**src/pbmc_regs.svh**
```systemverilog
// Purpose: offsets, field positions, reset values and timing counts
// Assumes: 250 MHz system clock, 16-bit management registers
// Notes:   definitions only
`ifndef PBMC_REGS_SVH
`define PBMC_REGS_SVH

`define PBMC_ADDR_W       5
`define PBMC_CTRL_OFF     5'h00
`define PBMC_EVT_OFF      5'h1E

`define PBMC_B_RESET      15
`define PBMC_B_LOOP       14
`define PBMC_B_SPD_LSB    13
`define PBMC_B_AN_EN      12
`define PBMC_B_PDN        11
`define PBMC_B_ISO        10
`define PBMC_B_RESTART    9
`define PBMC_B_DUPLEX     8
`define PBMC_B_COLT       7
`define PBMC_B_SPD_MSB    6

`define PBMC_CTRL_RST     16'h0040
`define PBMC_CTRL_WMASK   16'h7FC0

`define PBMC_EVT_B_LINK   0
`define PBMC_EVT_B_FAULT  1
`define PBMC_EVT_B_RXERR  2
// arbitrary fixed pattern in the permanent read-only field
`define PBMC_EVT_FIXED    4'h5

`define PBMC_CLK_NS       4
`define PBMC_SRST_NS      1000
`define PBMC_SRST_CYC     ((`PBMC_SRST_NS + `PBMC_CLK_NS - 1) / `PBMC_CLK_NS)
// bit times at 1000 Mbit/s, one bit per ns: the tightest case
`define PBMC_COL_ON_NS    512
`define PBMC_COL_OFF_NS   4
`define PBMC_COL_ON_CYC   (`PBMC_COL_ON_NS / `PBMC_CLK_NS)
`define PBMC_COL_OFF_CYC  (`PBMC_COL_OFF_NS / `PBMC_CLK_NS)

`endif

```
**src/pbmc_pkg.sv**
```systemverilog
// Purpose: shared types of the basic mode control block
// Assumes: nothing
// Notes:   constants live in pbmc_regs.svh
package pbmc_pkg;

  typedef enum logic [2:0]
  {
    pbmc_st_load = 3'h1,
    pbmc_st_run  = 3'h2,
    pbmc_st_srst = 3'h4
  } pbmc_state_t;

  typedef enum logic [1:0]
  {
    pbmc_spd_10   = 2'h0,
    pbmc_spd_100  = 2'h1,
    pbmc_spd_1000 = 2'h2,
    pbmc_spd_rsvd = 2'h3
  } pbmc_speed_t;

  typedef enum logic [1:0]
  {
    pbmc_flag_lh  = 2'h0,
    pbmc_flag_ll  = 2'h1,
    pbmc_flag_cor = 2'h2
  } pbmc_flag_t;

endpackage

```
**src/pbmc_flag_cell.sv**
```systemverilog
// Purpose: one sticky status flag, latched high, latched low or clear on read
// Assumes: event_i and rd_clr_i synchronous to clk_sys_i
// Notes:   an event in the read cycle wins over the clear
`timescale 1ns/1ns
`default_nettype none
module pbmc_flag_cell
  import pbmc_pkg::*;
#(
  parameter pbmc_flag_t MODE = pbmc_flag_lh
)(
  input  wire logic clk_sys_i,
  input  wire logic rstn_i,
  input  wire logic event_i,
  input  wire logic rd_clr_i,
  output var  logic flag_o
);

  localparam logic ACT = (MODE == pbmc_flag_ll) ? 1'b0 : 1'b1;

  logic flag_r;
  logic flag_nxt;

  always_comb
  begin
    flag_nxt = flag_r;
    if (event_i)
      flag_nxt = ACT;
    else if (rd_clr_i)
      flag_nxt = ~ACT;
  end

  always_ff @(posedge clk_sys_i or negedge rstn_i)
  begin
    if (!rstn_i)
      flag_r <= 1'b0;
    else
      flag_r <= flag_nxt;
  end

  assign flag_o = flag_r;

  AST_FLAG_LATCH: assert property (
    @(posedge clk_sys_i) disable iff (!rstn_i)
    event_i |=> flag_o == ACT)
    else $error("flag did not latch its event");

  AST_FLAG_CLEAR: assert property (
    @(posedge clk_sys_i) disable iff (!rstn_i)
    (rd_clr_i && !event_i) |=> flag_o == ~ACT)
    else $error("flag not cleared by read");

endmodule
`default_nettype wire

```
**src/pbmc_ctrl.sv**
```systemverilog
// Purpose: basic mode control register and its effect on the MAC path
// Assumes: management strobes and all pins synchronous to clk_sys_i
// Notes:   reads answer one cycle after the strobe
`timescale 1ns/1ns
`default_nettype none
`include "pbmc_regs.svh"
module pbmc_ctrl
  import pbmc_pkg::*;
#(
  parameter int unsigned SRST_CYCLES = `PBMC_SRST_CYC,
  parameter int unsigned DW          = 8
)(
  input  wire logic                    clk_sys_i,
  input  wire logic                    rstn_i,
  input  wire logic                    mgmt_wr_i,
  input  wire logic                    mgmt_rd_i,
  input  wire logic [`PBMC_ADDR_W-1:0] mgmt_addr_i,
  input  wire logic [15:0]             mgmt_wdata_i,
  output var  logic [15:0]             mgmt_rdata_o,
  output var  logic                    mgmt_rvalid_o,
  input  wire logic                    strap_an_en_i,
  input  wire logic                    strap_duplex_i,
  input  wire logic                    power_down_pin_n_i,
  input  wire logic                    an_started_i,
  input  wire logic [1:0]              an_speed_i,
  input  wire logic                    an_duplex_i,
  input  wire logic                    link_ok_i,
  input  wire logic                    remote_fault_i,
  input  wire logic                    rx_err_i,
  input  wire logic [DW-1:0]           mac_txd_i,
  input  wire logic                    mac_tx_en_i,
  input  wire logic [DW-1:0]           line_rxd_i,
  input  wire logic                    line_rx_dv_i,
  input  wire logic                    line_col_i,
  output var  logic [DW-1:0]           mac_rxd_o,
  output var  logic                    mac_rx_dv_o,
  output var  logic                    mac_col_o,
  output var  logic                    mac_oe_o,
  output var  logic [DW-1:0]           line_txd_o,
  output var  logic                    line_tx_en_o,
  output var  logic                    an_restart_o,
  output var  logic                    an_enable_o,
  output var  logic [1:0]              speed_o,
  output var  logic                    full_duplex_o,
  output var  logic                    power_down_o,
  output var  logic                    soft_reset_o
);

  localparam int CW        = $clog2(SRST_CYCLES + 1);
  localparam int SRST_MAX  = SRST_CYCLES + 2;
  localparam int COL_ON    = `PBMC_COL_ON_CYC;
  localparam int COL_OFF   = `PBMC_COL_OFF_CYC;

  function automatic logic hit(input logic [`PBMC_ADDR_W-1:0] a,
                               input logic [`PBMC_ADDR_W-1:0] off);
    hit = (a == off);
  endfunction

  // soft reset sequencer and control bits
  pbmc_state_t     st_r;
  pbmc_state_t     st_nxt;
  logic [CW-1:0]   cnt_r;
  logic [CW-1:0]   cnt_nxt;
  logic [15:0]     ctrl_r;
  logic [15:0]     ctrl_nxt;
  logic            ctrl_wr;
  logic            srst_busy;
  logic            pdn_eff;
  logic            gate;

  assign ctrl_wr   = mgmt_wr_i && hit(mgmt_addr_i, `PBMC_CTRL_OFF);
  assign srst_busy = (st_r != pbmc_st_run);
  assign pdn_eff   = ctrl_r[`PBMC_B_PDN] | ~power_down_pin_n_i;
  assign gate      = pdn_eff | ctrl_r[`PBMC_B_ISO];

  always_comb
  begin
    st_nxt   = st_r;
    cnt_nxt  = cnt_r;
    ctrl_nxt = ctrl_r;
    unique case (st_r)
      pbmc_st_load:
      begin
        ctrl_nxt                 = `PBMC_CTRL_RST;
        ctrl_nxt[`PBMC_B_AN_EN]  = strap_an_en_i;
        ctrl_nxt[`PBMC_B_DUPLEX] = strap_duplex_i;
        st_nxt                   = pbmc_st_run;
      end
      pbmc_st_run:
      begin
        ctrl_nxt[`PBMC_B_RESTART] = ctrl_r[`PBMC_B_RESTART]
                                    & ~an_started_i;
        if (ctrl_wr)
        begin
          // reserved bits and bit 15 never stored
          ctrl_nxt = (mgmt_wdata_i & `PBMC_CTRL_WMASK);
          // a written zero cannot cancel a pending restart
          ctrl_nxt[`PBMC_B_RESTART] = (ctrl_r[`PBMC_B_RESTART]
                                       & ~an_started_i)
                                      | (mgmt_wdata_i[`PBMC_B_RESTART]
                                         & mgmt_wdata_i[`PBMC_B_AN_EN]);
          if (mgmt_wdata_i[`PBMC_B_RESET])
          begin
            st_nxt  = pbmc_st_srst;
            cnt_nxt = CW'(SRST_CYCLES - 1);
          end
        end
      end
      pbmc_st_srst:
      begin
        if (cnt_r == '0)
          st_nxt = pbmc_st_load;
        else
          cnt_nxt = cnt_r - 1'b1;
      end
    endcase
  end

  always_ff @(posedge clk_sys_i or negedge rstn_i)
  begin
    if (!rstn_i)
    begin
      st_r   <= pbmc_st_load;
      cnt_r  <= '0;
      ctrl_r <= `PBMC_CTRL_RST;
    end
    else
    begin
      st_r   <= st_nxt;
      cnt_r  <= cnt_nxt;
      ctrl_r <= ctrl_nxt;
    end
  end

  assign an_restart_o = ctrl_r[`PBMC_B_RESTART];
  assign an_enable_o  = ctrl_r[`PBMC_B_AN_EN];
  assign power_down_o = pdn_eff;
  assign soft_reset_o = srst_busy;
  assign mac_oe_o     = ~ctrl_r[`PBMC_B_ISO];

  // event flags
  logic evt_rd;
  logic [2:0] evt_flag;

  assign evt_rd = mgmt_rd_i && hit(mgmt_addr_i, `PBMC_EVT_OFF);

  pbmc_flag_cell #(.MODE(pbmc_flag_ll)) u_link
  (
    .clk_sys_i (clk_sys_i),
    .rstn_i    (rstn_i),
    .event_i   (~link_ok_i),
    .rd_clr_i  (evt_rd),
    .flag_o    (evt_flag[`PBMC_EVT_B_LINK])
  );

  pbmc_flag_cell #(.MODE(pbmc_flag_lh)) u_fault
  (
    .clk_sys_i (clk_sys_i),
    .rstn_i    (rstn_i),
    .event_i   (remote_fault_i),
    .rd_clr_i  (evt_rd),
    .flag_o    (evt_flag[`PBMC_EVT_B_FAULT])
  );

  pbmc_flag_cell #(.MODE(pbmc_flag_cor)) u_rxerr
  (
    .clk_sys_i (clk_sys_i),
    .rstn_i    (rstn_i),
    .event_i   (rx_err_i),
    .rd_clr_i  (evt_rd),
    .flag_o    (evt_flag[`PBMC_EVT_B_RXERR])
  );

  // management read port
  logic [15:0] rdata_r;
  logic [15:0] rdata_nxt;
  logic        rvalid_r;
  logic        rvalid_nxt;

  always_comb
  begin
    rdata_nxt  = 16'h0000;
    rvalid_nxt = mgmt_rd_i;
    if (mgmt_rd_i && hit(mgmt_addr_i, `PBMC_CTRL_OFF))
    begin
      rdata_nxt                  = ctrl_r & `PBMC_CTRL_WMASK;
      rdata_nxt[`PBMC_B_RESET]   = srst_busy;
      rdata_nxt[`PBMC_B_PDN]     = pdn_eff;
    end
    else if (evt_rd)
    begin
      rdata_nxt[15:12] = `PBMC_EVT_FIXED;
      rdata_nxt[2:0]   = evt_flag;
    end
  end

  always_ff @(posedge clk_sys_i or negedge rstn_i)
  begin
    if (!rstn_i)
    begin
      rdata_r  <= 16'h0000;
      rvalid_r <= 1'b0;
    end
    else
    begin
      rdata_r  <= rdata_nxt;
      rvalid_r <= rvalid_nxt;
    end
  end

  assign mgmt_rdata_o  = rdata_r;
  assign mgmt_rvalid_o = rvalid_r;

  // MAC data path, speed and duplex
  logic [DW-1:0] rxd_nxt;
  logic          rxdv_nxt;
  logic          col_nxt;
  logic [DW-1:0] txd_nxt;
  logic          txen_nxt;
  logic [1:0]    spd_nxt;
  logic          dup_nxt;
  logic [DW-1:0] rxd_r;
  logic          rxdv_r;
  logic          col_r;
  logic [DW-1:0] txd_r;
  logic          txen_r;
  logic [1:0]    spd_r;
  logic          dup_r;

  always_comb
  begin
    rxd_nxt  = line_rxd_i;
    rxdv_nxt = line_rx_dv_i;
    txd_nxt  = mac_txd_i;
    txen_nxt = mac_tx_en_i;
    col_nxt  = ctrl_r[`PBMC_B_COLT] ? mac_tx_en_i : line_col_i;
    if (ctrl_r[`PBMC_B_LOOP])
    begin
      rxd_nxt  = mac_txd_i;
      rxdv_nxt = mac_tx_en_i;
      txen_nxt = 1'b0;
    end
    if (gate)
    begin
      rxd_nxt  = '0;
      rxdv_nxt = 1'b0;
      col_nxt  = 1'b0;
      txd_nxt  = '0;
      txen_nxt = 1'b0;
    end
    if (ctrl_r[`PBMC_B_AN_EN])
    begin
      spd_nxt = an_speed_i;
      dup_nxt = an_duplex_i;
    end
    else
    begin
      spd_nxt = {ctrl_r[`PBMC_B_SPD_MSB], ctrl_r[`PBMC_B_SPD_LSB]};
      dup_nxt = ctrl_r[`PBMC_B_DUPLEX];
    end
  end

  always_ff @(posedge clk_sys_i or negedge rstn_i)
  begin
    if (!rstn_i)
    begin
      rxd_r  <= '0;
      rxdv_r <= 1'b0;
      col_r  <= 1'b0;
      txd_r  <= '0;
      txen_r <= 1'b0;
      spd_r  <= pbmc_spd_1000;
      dup_r  <= 1'b0;
    end
    else
    begin
      rxd_r  <= rxd_nxt;
      rxdv_r <= rxdv_nxt;
      col_r  <= col_nxt;
      txd_r  <= txd_nxt;
      txen_r <= txen_nxt;
      spd_r  <= spd_nxt;
      dup_r  <= dup_nxt;
    end
  end

  assign mac_rxd_o     = rxd_r;
  assign mac_rx_dv_o   = rxdv_r;
  assign mac_col_o     = col_r;
  assign line_txd_o    = txd_r;
  assign line_tx_en_o  = txen_r;
  assign speed_o       = spd_r;
  assign full_duplex_o = dup_r;

  logic rd_ctrl_r;
  always_ff @(posedge clk_sys_i or negedge rstn_i)
  begin
    if (!rstn_i)
      rd_ctrl_r <= 1'b0;
    else
      rd_ctrl_r <= mgmt_rd_i && hit(mgmt_addr_i, `PBMC_CTRL_OFF);
  end

  AST_SRST_DONE: assert property (
    @(posedge clk_sys_i) disable iff (!rstn_i)
    $rose(srst_busy) |-> ##[1:SRST_MAX] !srst_busy)
    else $error("soft reset did not complete in time");

  AST_SRST_DEFAULTS: assert property (
    @(posedge clk_sys_i) disable iff (!rstn_i)
    $fell(srst_busy) |-> (ctrl_r & 16'h6EC0) == `PBMC_CTRL_RST)
    else $error("control bits not back at defaults");

  AST_STRAP_LOAD: assert property (
    @(posedge clk_sys_i) disable iff (!rstn_i)
    st_r == pbmc_st_load |=> ctrl_r[`PBMC_B_AN_EN] == $past(strap_an_en_i)
      && ctrl_r[`PBMC_B_DUPLEX] == $past(strap_duplex_i))
    else $error("strap value not loaded");

  AST_LOOPBACK: assert property (
    @(posedge clk_sys_i) disable iff (!rstn_i)
    (ctrl_r[`PBMC_B_LOOP] && !gate) |=> mac_rxd_o == $past(mac_txd_i)
      && mac_rx_dv_o == $past(mac_tx_en_i))
    else $error("loopback data mismatch");

  AST_SPEED_MANUAL: assert property (
    @(posedge clk_sys_i) disable iff (!rstn_i)
    !ctrl_r[`PBMC_B_AN_EN] |=> speed_o == $past({ctrl_r[`PBMC_B_SPD_MSB],
                                              ctrl_r[`PBMC_B_SPD_LSB]}))
    else $error("manual speed not applied");

  AST_SPEED_AN: assert property (
    @(posedge clk_sys_i) disable iff (!rstn_i)
    ctrl_r[`PBMC_B_AN_EN] |=> speed_o == $past(an_speed_i)
      && full_duplex_o == $past(an_duplex_i))
    else $error("negotiated speed not applied");

  AST_PDN_PIN: assert property (
    @(posedge clk_sys_i) disable iff (!rstn_i)
    (!power_down_pin_n_i && mgmt_rd_i && hit(mgmt_addr_i, `PBMC_CTRL_OFF))
      |=> mgmt_rdata_o[`PBMC_B_PDN] && power_down_o)
    else $error("power-down pin not reflected");

  AST_ISOLATE: assert property (
    @(posedge clk_sys_i) disable iff (!rstn_i)
    ctrl_r[`PBMC_B_ISO] |=> !mac_rx_dv_o && !mac_col_o && !line_tx_en_o)
    else $error("isolated port still drives");

  AST_COL_ON: assert property (
    @(posedge clk_sys_i) disable iff (!rstn_i)
    (ctrl_r[`PBMC_B_COLT] && !gate && mac_tx_en_i)
      |-> ##[1:COL_ON] mac_col_o)
    else $error("collision test did not raise COL");

  AST_COL_OFF: assert property (
    @(posedge clk_sys_i) disable iff (!rstn_i)
    (ctrl_r[`PBMC_B_COLT] && !mac_tx_en_i) |-> ##[1:COL_OFF] !mac_col_o)
    else $error("collision test did not drop COL");

  AST_RESTART_IGNORED: assert property (
    @(posedge clk_sys_i) disable iff (!rstn_i)
    (ctrl_wr && !srst_busy && !mgmt_wdata_i[`PBMC_B_AN_EN]
      && !ctrl_r[`PBMC_B_RESTART]) |=> !an_restart_o)
    else $error("restart taken with negotiation off");

  AST_RESTART_HOLD: assert property (
    @(posedge clk_sys_i) disable iff (!rstn_i)
    (an_restart_o && !an_started_i && !srst_busy) |=> an_restart_o)
    else $error("pending restart dropped early");

  AST_RSVD_ZERO: assert property (
    @(posedge clk_sys_i) disable iff (!rstn_i)
    rd_ctrl_r |-> mgmt_rdata_o[5:0] == 6'h00 && mgmt_rvalid_o)
    else $error("reserved control bits not zero");

endmodule
`default_nettype wire

```
**config.mk**
```make
export PLATFORM = sky130hd
export DESIGN_NAME = pbmc_ctrl
export DESIGN_NICKNAME = d
export VERILOG_FILES = /design/src/pbmc_pkg.sv /design/src/pbmc_flag_cell.sv /design/src/pbmc_ctrl.sv
export VERILOG_INCLUDE_DIRS = /design/src
export SDC_FILE = /design/constraint.sdc
export NUM_CORES = 1
export LEC_CHECK = 0
export ABC_AREA = 1
export BUFFER_PORTS_ARGS = -buffer_cell sky130_fd_sc_hd__buf_2
export CELL_PAD_IN_SITES_DETAIL_PLACEMENT = 2
export CELL_PAD_IN_SITES_GLOBAL_PLACEMENT = 2
export CORE_MARGIN = 2
export CORE_UTILIZATION = 29
export CTS_BUF_LIST = sky130_fd_sc_hd__clkbuf_4
export DETAILED_ROUTE_END_ITERATION = 12
export MAX_ROUTING_LAYER = met4
export PLACE_DENSITY_LB_ADDON = 0.1
export SKIP_LAST_GASP = 1
export SYNTH_ARGS = -nofsm -noshare
export SYNTH_HDL_FRONTEND = slang
export SYNTH_SLANG_ARGS = --single-unit
```
**constraint.sdc**
```tcl
create_clock -name clk_sys_i -period 1.78 [get_ports clk_sys_i]
set_input_delay 0.356 -clock clk_sys_i [delete_from_list [all_inputs] [get_ports clk_sys_i]]
set_output_delay 0.356 -clock clk_sys_i [all_outputs]
set_load 0.01 [all_outputs]
```
==> impl_metrics.py <==
metrics = {
    "global_routing": {
        "antenna_found_initial": 0,
        "grt_start_max_net_pins": 31,
        "grt_pass1_wl_um": 11700,
        "grt_pass1_vias": 2285,
        "grt_overflow": 0,
        "grtUsageTotal_pct": 16.0,
    },
    "pwr": {
        "p_leak_uw": 0.00186,
        "power_density_nw_per_um2": 1390,
        "p_total_uw": 4560,
        "peakVddDrop_uv": 681,
    },
    "worst_setup_path": {
        "crit_slowest_cell": "dfrtp_1",
        "cp-start-kind": "register",
        "crit_chain": "inv_2 > nor3_4 > inv_4 > buf_2",
        "critPathCaptureType": "output port",
        "worstPathRequired_ns": 1.42,
        "path_max_fanout": 6,
        "crit_arrival_ns": 1.31,
        "worst-setup-path-type": "register to output port",
        "crit_path_max_incr_delay_ns": 0.38,
    },
    "finish": {
        "area_growth_pct": 30.1,
        "drive_gt1_share_pct": 32.1,
        "post-route-util_pct": 38.3,
        "fin_cells": 497,
        "fin_nets": 440,
        "diodes": 0,
    },
    "yosys": {
        "synthArstFlopShare_pct": 100,
        "yosysWarnings": 0,
        "ys_types": 28,
        "synth_top_cells_by_count": "nand2_1, dfrtp_1, nor2_1",
        "netlist_top_cells_area": "dfrtp_1, nand2_1, nor2_1",
        "synth_top_area_share_pct": 55.4,
        "synth_flop_cell": "dfrtp_1",
        "yosys.area.top_type": "dfrtp_1",
        "synth-edff-count": 0,
        "ys_seq_area_share_pct": 58.6,
        "yosys_register_bits": 59,
        "synth_area_sq_um": 2530,
        "synthCells": 280,
        "avgSynthCellArea_sq_um": 9.03,
        "synth.most_common_cell": "nand2_1",
    },
    "routing": {
        "post_drt_wl_per_cell_um": 13.7,
        "finalWirelength_um": 6810,
        "vias_per_cell": 4.47,
        "drtAntennaViolNets": 0,
        "first_pass_iters": 4,
        "drc": 0,
        "drtIter0Drc": 51,
        "vias": 2223,
    },
    "cts": {
        "clockBufferDepth": 2,
        "ctsResizeCount": 0,
        "cts.clk_slew.worst_paths_ns": 0.10,
        "cts_buffers": 9,
        "cts_htree_levels": 3,
        "cts_root_buf": "clkbuf_4",
        "clock_latency_ns": 0.39,
        "cts.sinks": 59,
        "cts_tree": "built",
    },
    "placement": {
        "portBuffers": 88,
        "dp_cells": 478,
        "hpwl_um": 5150,
        "pre_cts_ws_ns": 0.234,
        "gp_congestion": 0.734,
    },
    "timing": {
        "layout_setup_ws_ns": 0.112,
        "setup_violations": 0,
        "finalHoldViolCount": 0,
        "slew_viol_final": 0,
        "clock.fmax_ghz": 0.600,
        "fin_skew_ns": 0.0164,
        "period_needed_ns": 1.67,
        "period_share_pct": 93.7,
        "slew_headroom_pct": 61.1,
        "fin_hold_ws_ns": 0.131,
        "worstMarginPinSlew_ns": 0.583,
    },
    "worst_hold_path": {
        "worstHoldPathType": "input port to register",
    },
    "die": {
        "die_x_um": 97.4,
        "chipHeight_um": 97.4,
        "ios": 98,
        "start_util_pct": 29.4,
        "die-area_sq_um": 9480,
        "rows": 34,
        "core_sq_um": 8590,
    },
    "run": {
        "cap_violations": 0,
    },
    "run_status": {
        "outcome": "finished clean",
    },
}
[report_power, final]
| part | leakage, uW | switching [uW] | internal, uW | total [uW] |
|---|---|---|---|---|
| registers | 0.000760 | 257 | 1690 | 1940 |
| clock network | 0.0000710 | 490 | 444 | 934 |
| logic | 0.00103 | 1040 | 642 | 1680 |
| total | 0.00186 | 1790 | 2770 | 4560 |
[critical path, delay by kind of cell, from the launching register on]
family,cells,cell delay [ns]
buffers and inverters,3,0.32
flip-flops,1,0.38
AND/OR/NAND/NOR,1,0.23
[cell type report]
class	instances	area, sq um
clock buffer	11	82.6
clock inverter	5	45.0
fill	1013	5310
inverter	36	138
multi-input combinational	180	877
sequential	59	1480
tap	108	135
timing repair buffer	98	531
[repair_timing]
action	4_1_cts	5_1_grt
setup buffers	1	1
setup endpoints to repair	1	1
hold buffers	1	0
pin swaps	1	0
endpoints found under the hold margin	14	0
cloned	0	0
[layer usage]
layer | track usage (%) | wire length [um]
met4 | 5.45 | 59
met1 | 21.4 | 3240
met3 | 3.81 | 284
met5 | - | 0
met2 | 24.0 | 3220
[path summary, 6_finish.rpt]
kind / startpoint / end / slack [ns] / cells after the start
worst min register to register: ctrl_r[6]$_DFFE_PN1P_ / ctrl_r[6]$_DFFE_PN1P_ / 0.48 / 2
max in group asynchronous: rstn_i / st_r[0]$_DFFE_PN1P_ / 0.70 / 3
worst max register to register: cnt_r[4]$_DFFE_PN0P_ / cnt_r[6]$_DFFE_PN0P_ / 0.31 / 7
worst min-delay path: mgmt_rd_i / mgmt_rvalid_o$_DFF_PN0_ / 0.13 / 1
min in group asynchronous: rstn_i / mgmt_rdata_o[13]$_DFF_PN0_ / 0.44 / 2
worst max-delay path: st_r[1]$_DFFE_PN0P_ / soft_reset_o / 0.11 / 4
[metrics by stage]
step | area [sq um] | TNS (ns)
floorplan | 2530 | 0
global placement | 3140 | 0
detailed placement | 3140 | 0
CTS | 3280 | 0
global route | 3290 | -0.00635
finish | 3290 | 0
[sequential cells by signal (all words and copies together) (netlist names), 2 cells and up]
name / count
speed_o: 2
mac_rxd_o: 8
cnt_r: 8
mgmt_rdata_o: 13
line_txd_o: 8
ctrl_r: 9
st_r: 3
[logic make-up (layout without fill, tap and decap cells)]
group / after synthesis / in the layout / share of synthesized area [%]
simple gates: 150 / 150 / 26.9
other cells: 1 / 3 / 0.148
flops: 59 / 59 / 58.6
compound gates: 25 / 25 / 6.34
buf+inv: 43 / 150 / 7.03
fa+ha+maj: 2 / 2 / 0.990
[layout by cell type, fill, tap and decap left out]
cell,synthesis,layout
buf_12,0,1
o21bai_1,2,2
dfstp_2,3,3
nor3_4,2,2
nor2_4,2,2
inv_2,1,1
buf_4,3,8
bufinv_16,0,1
ha_1,2,2
buf_2,2,88
dlygate4sd3_1,0,1
nand2_4,2,2
clkbuf_4,0,11
or2_2,1,1
inv_1,33,33
a21boi_0,1,1
inv_4,1,1
clkinv_1,1,5
nand3_1,21,21
nand2_2,1,1
nand4_1,3,3
a211oi_1,8,8
dfrtp_1,56,56
a21oi_1,4,4
nor2_1,39,39
o21ai_2,2,2
nand3b_1,2,2
nand2_1,76,76
o21ai_0,8,8
conb_1,1,3
nor2_8,1,1
Note: power is estimated with default switching activity, not from simulation.
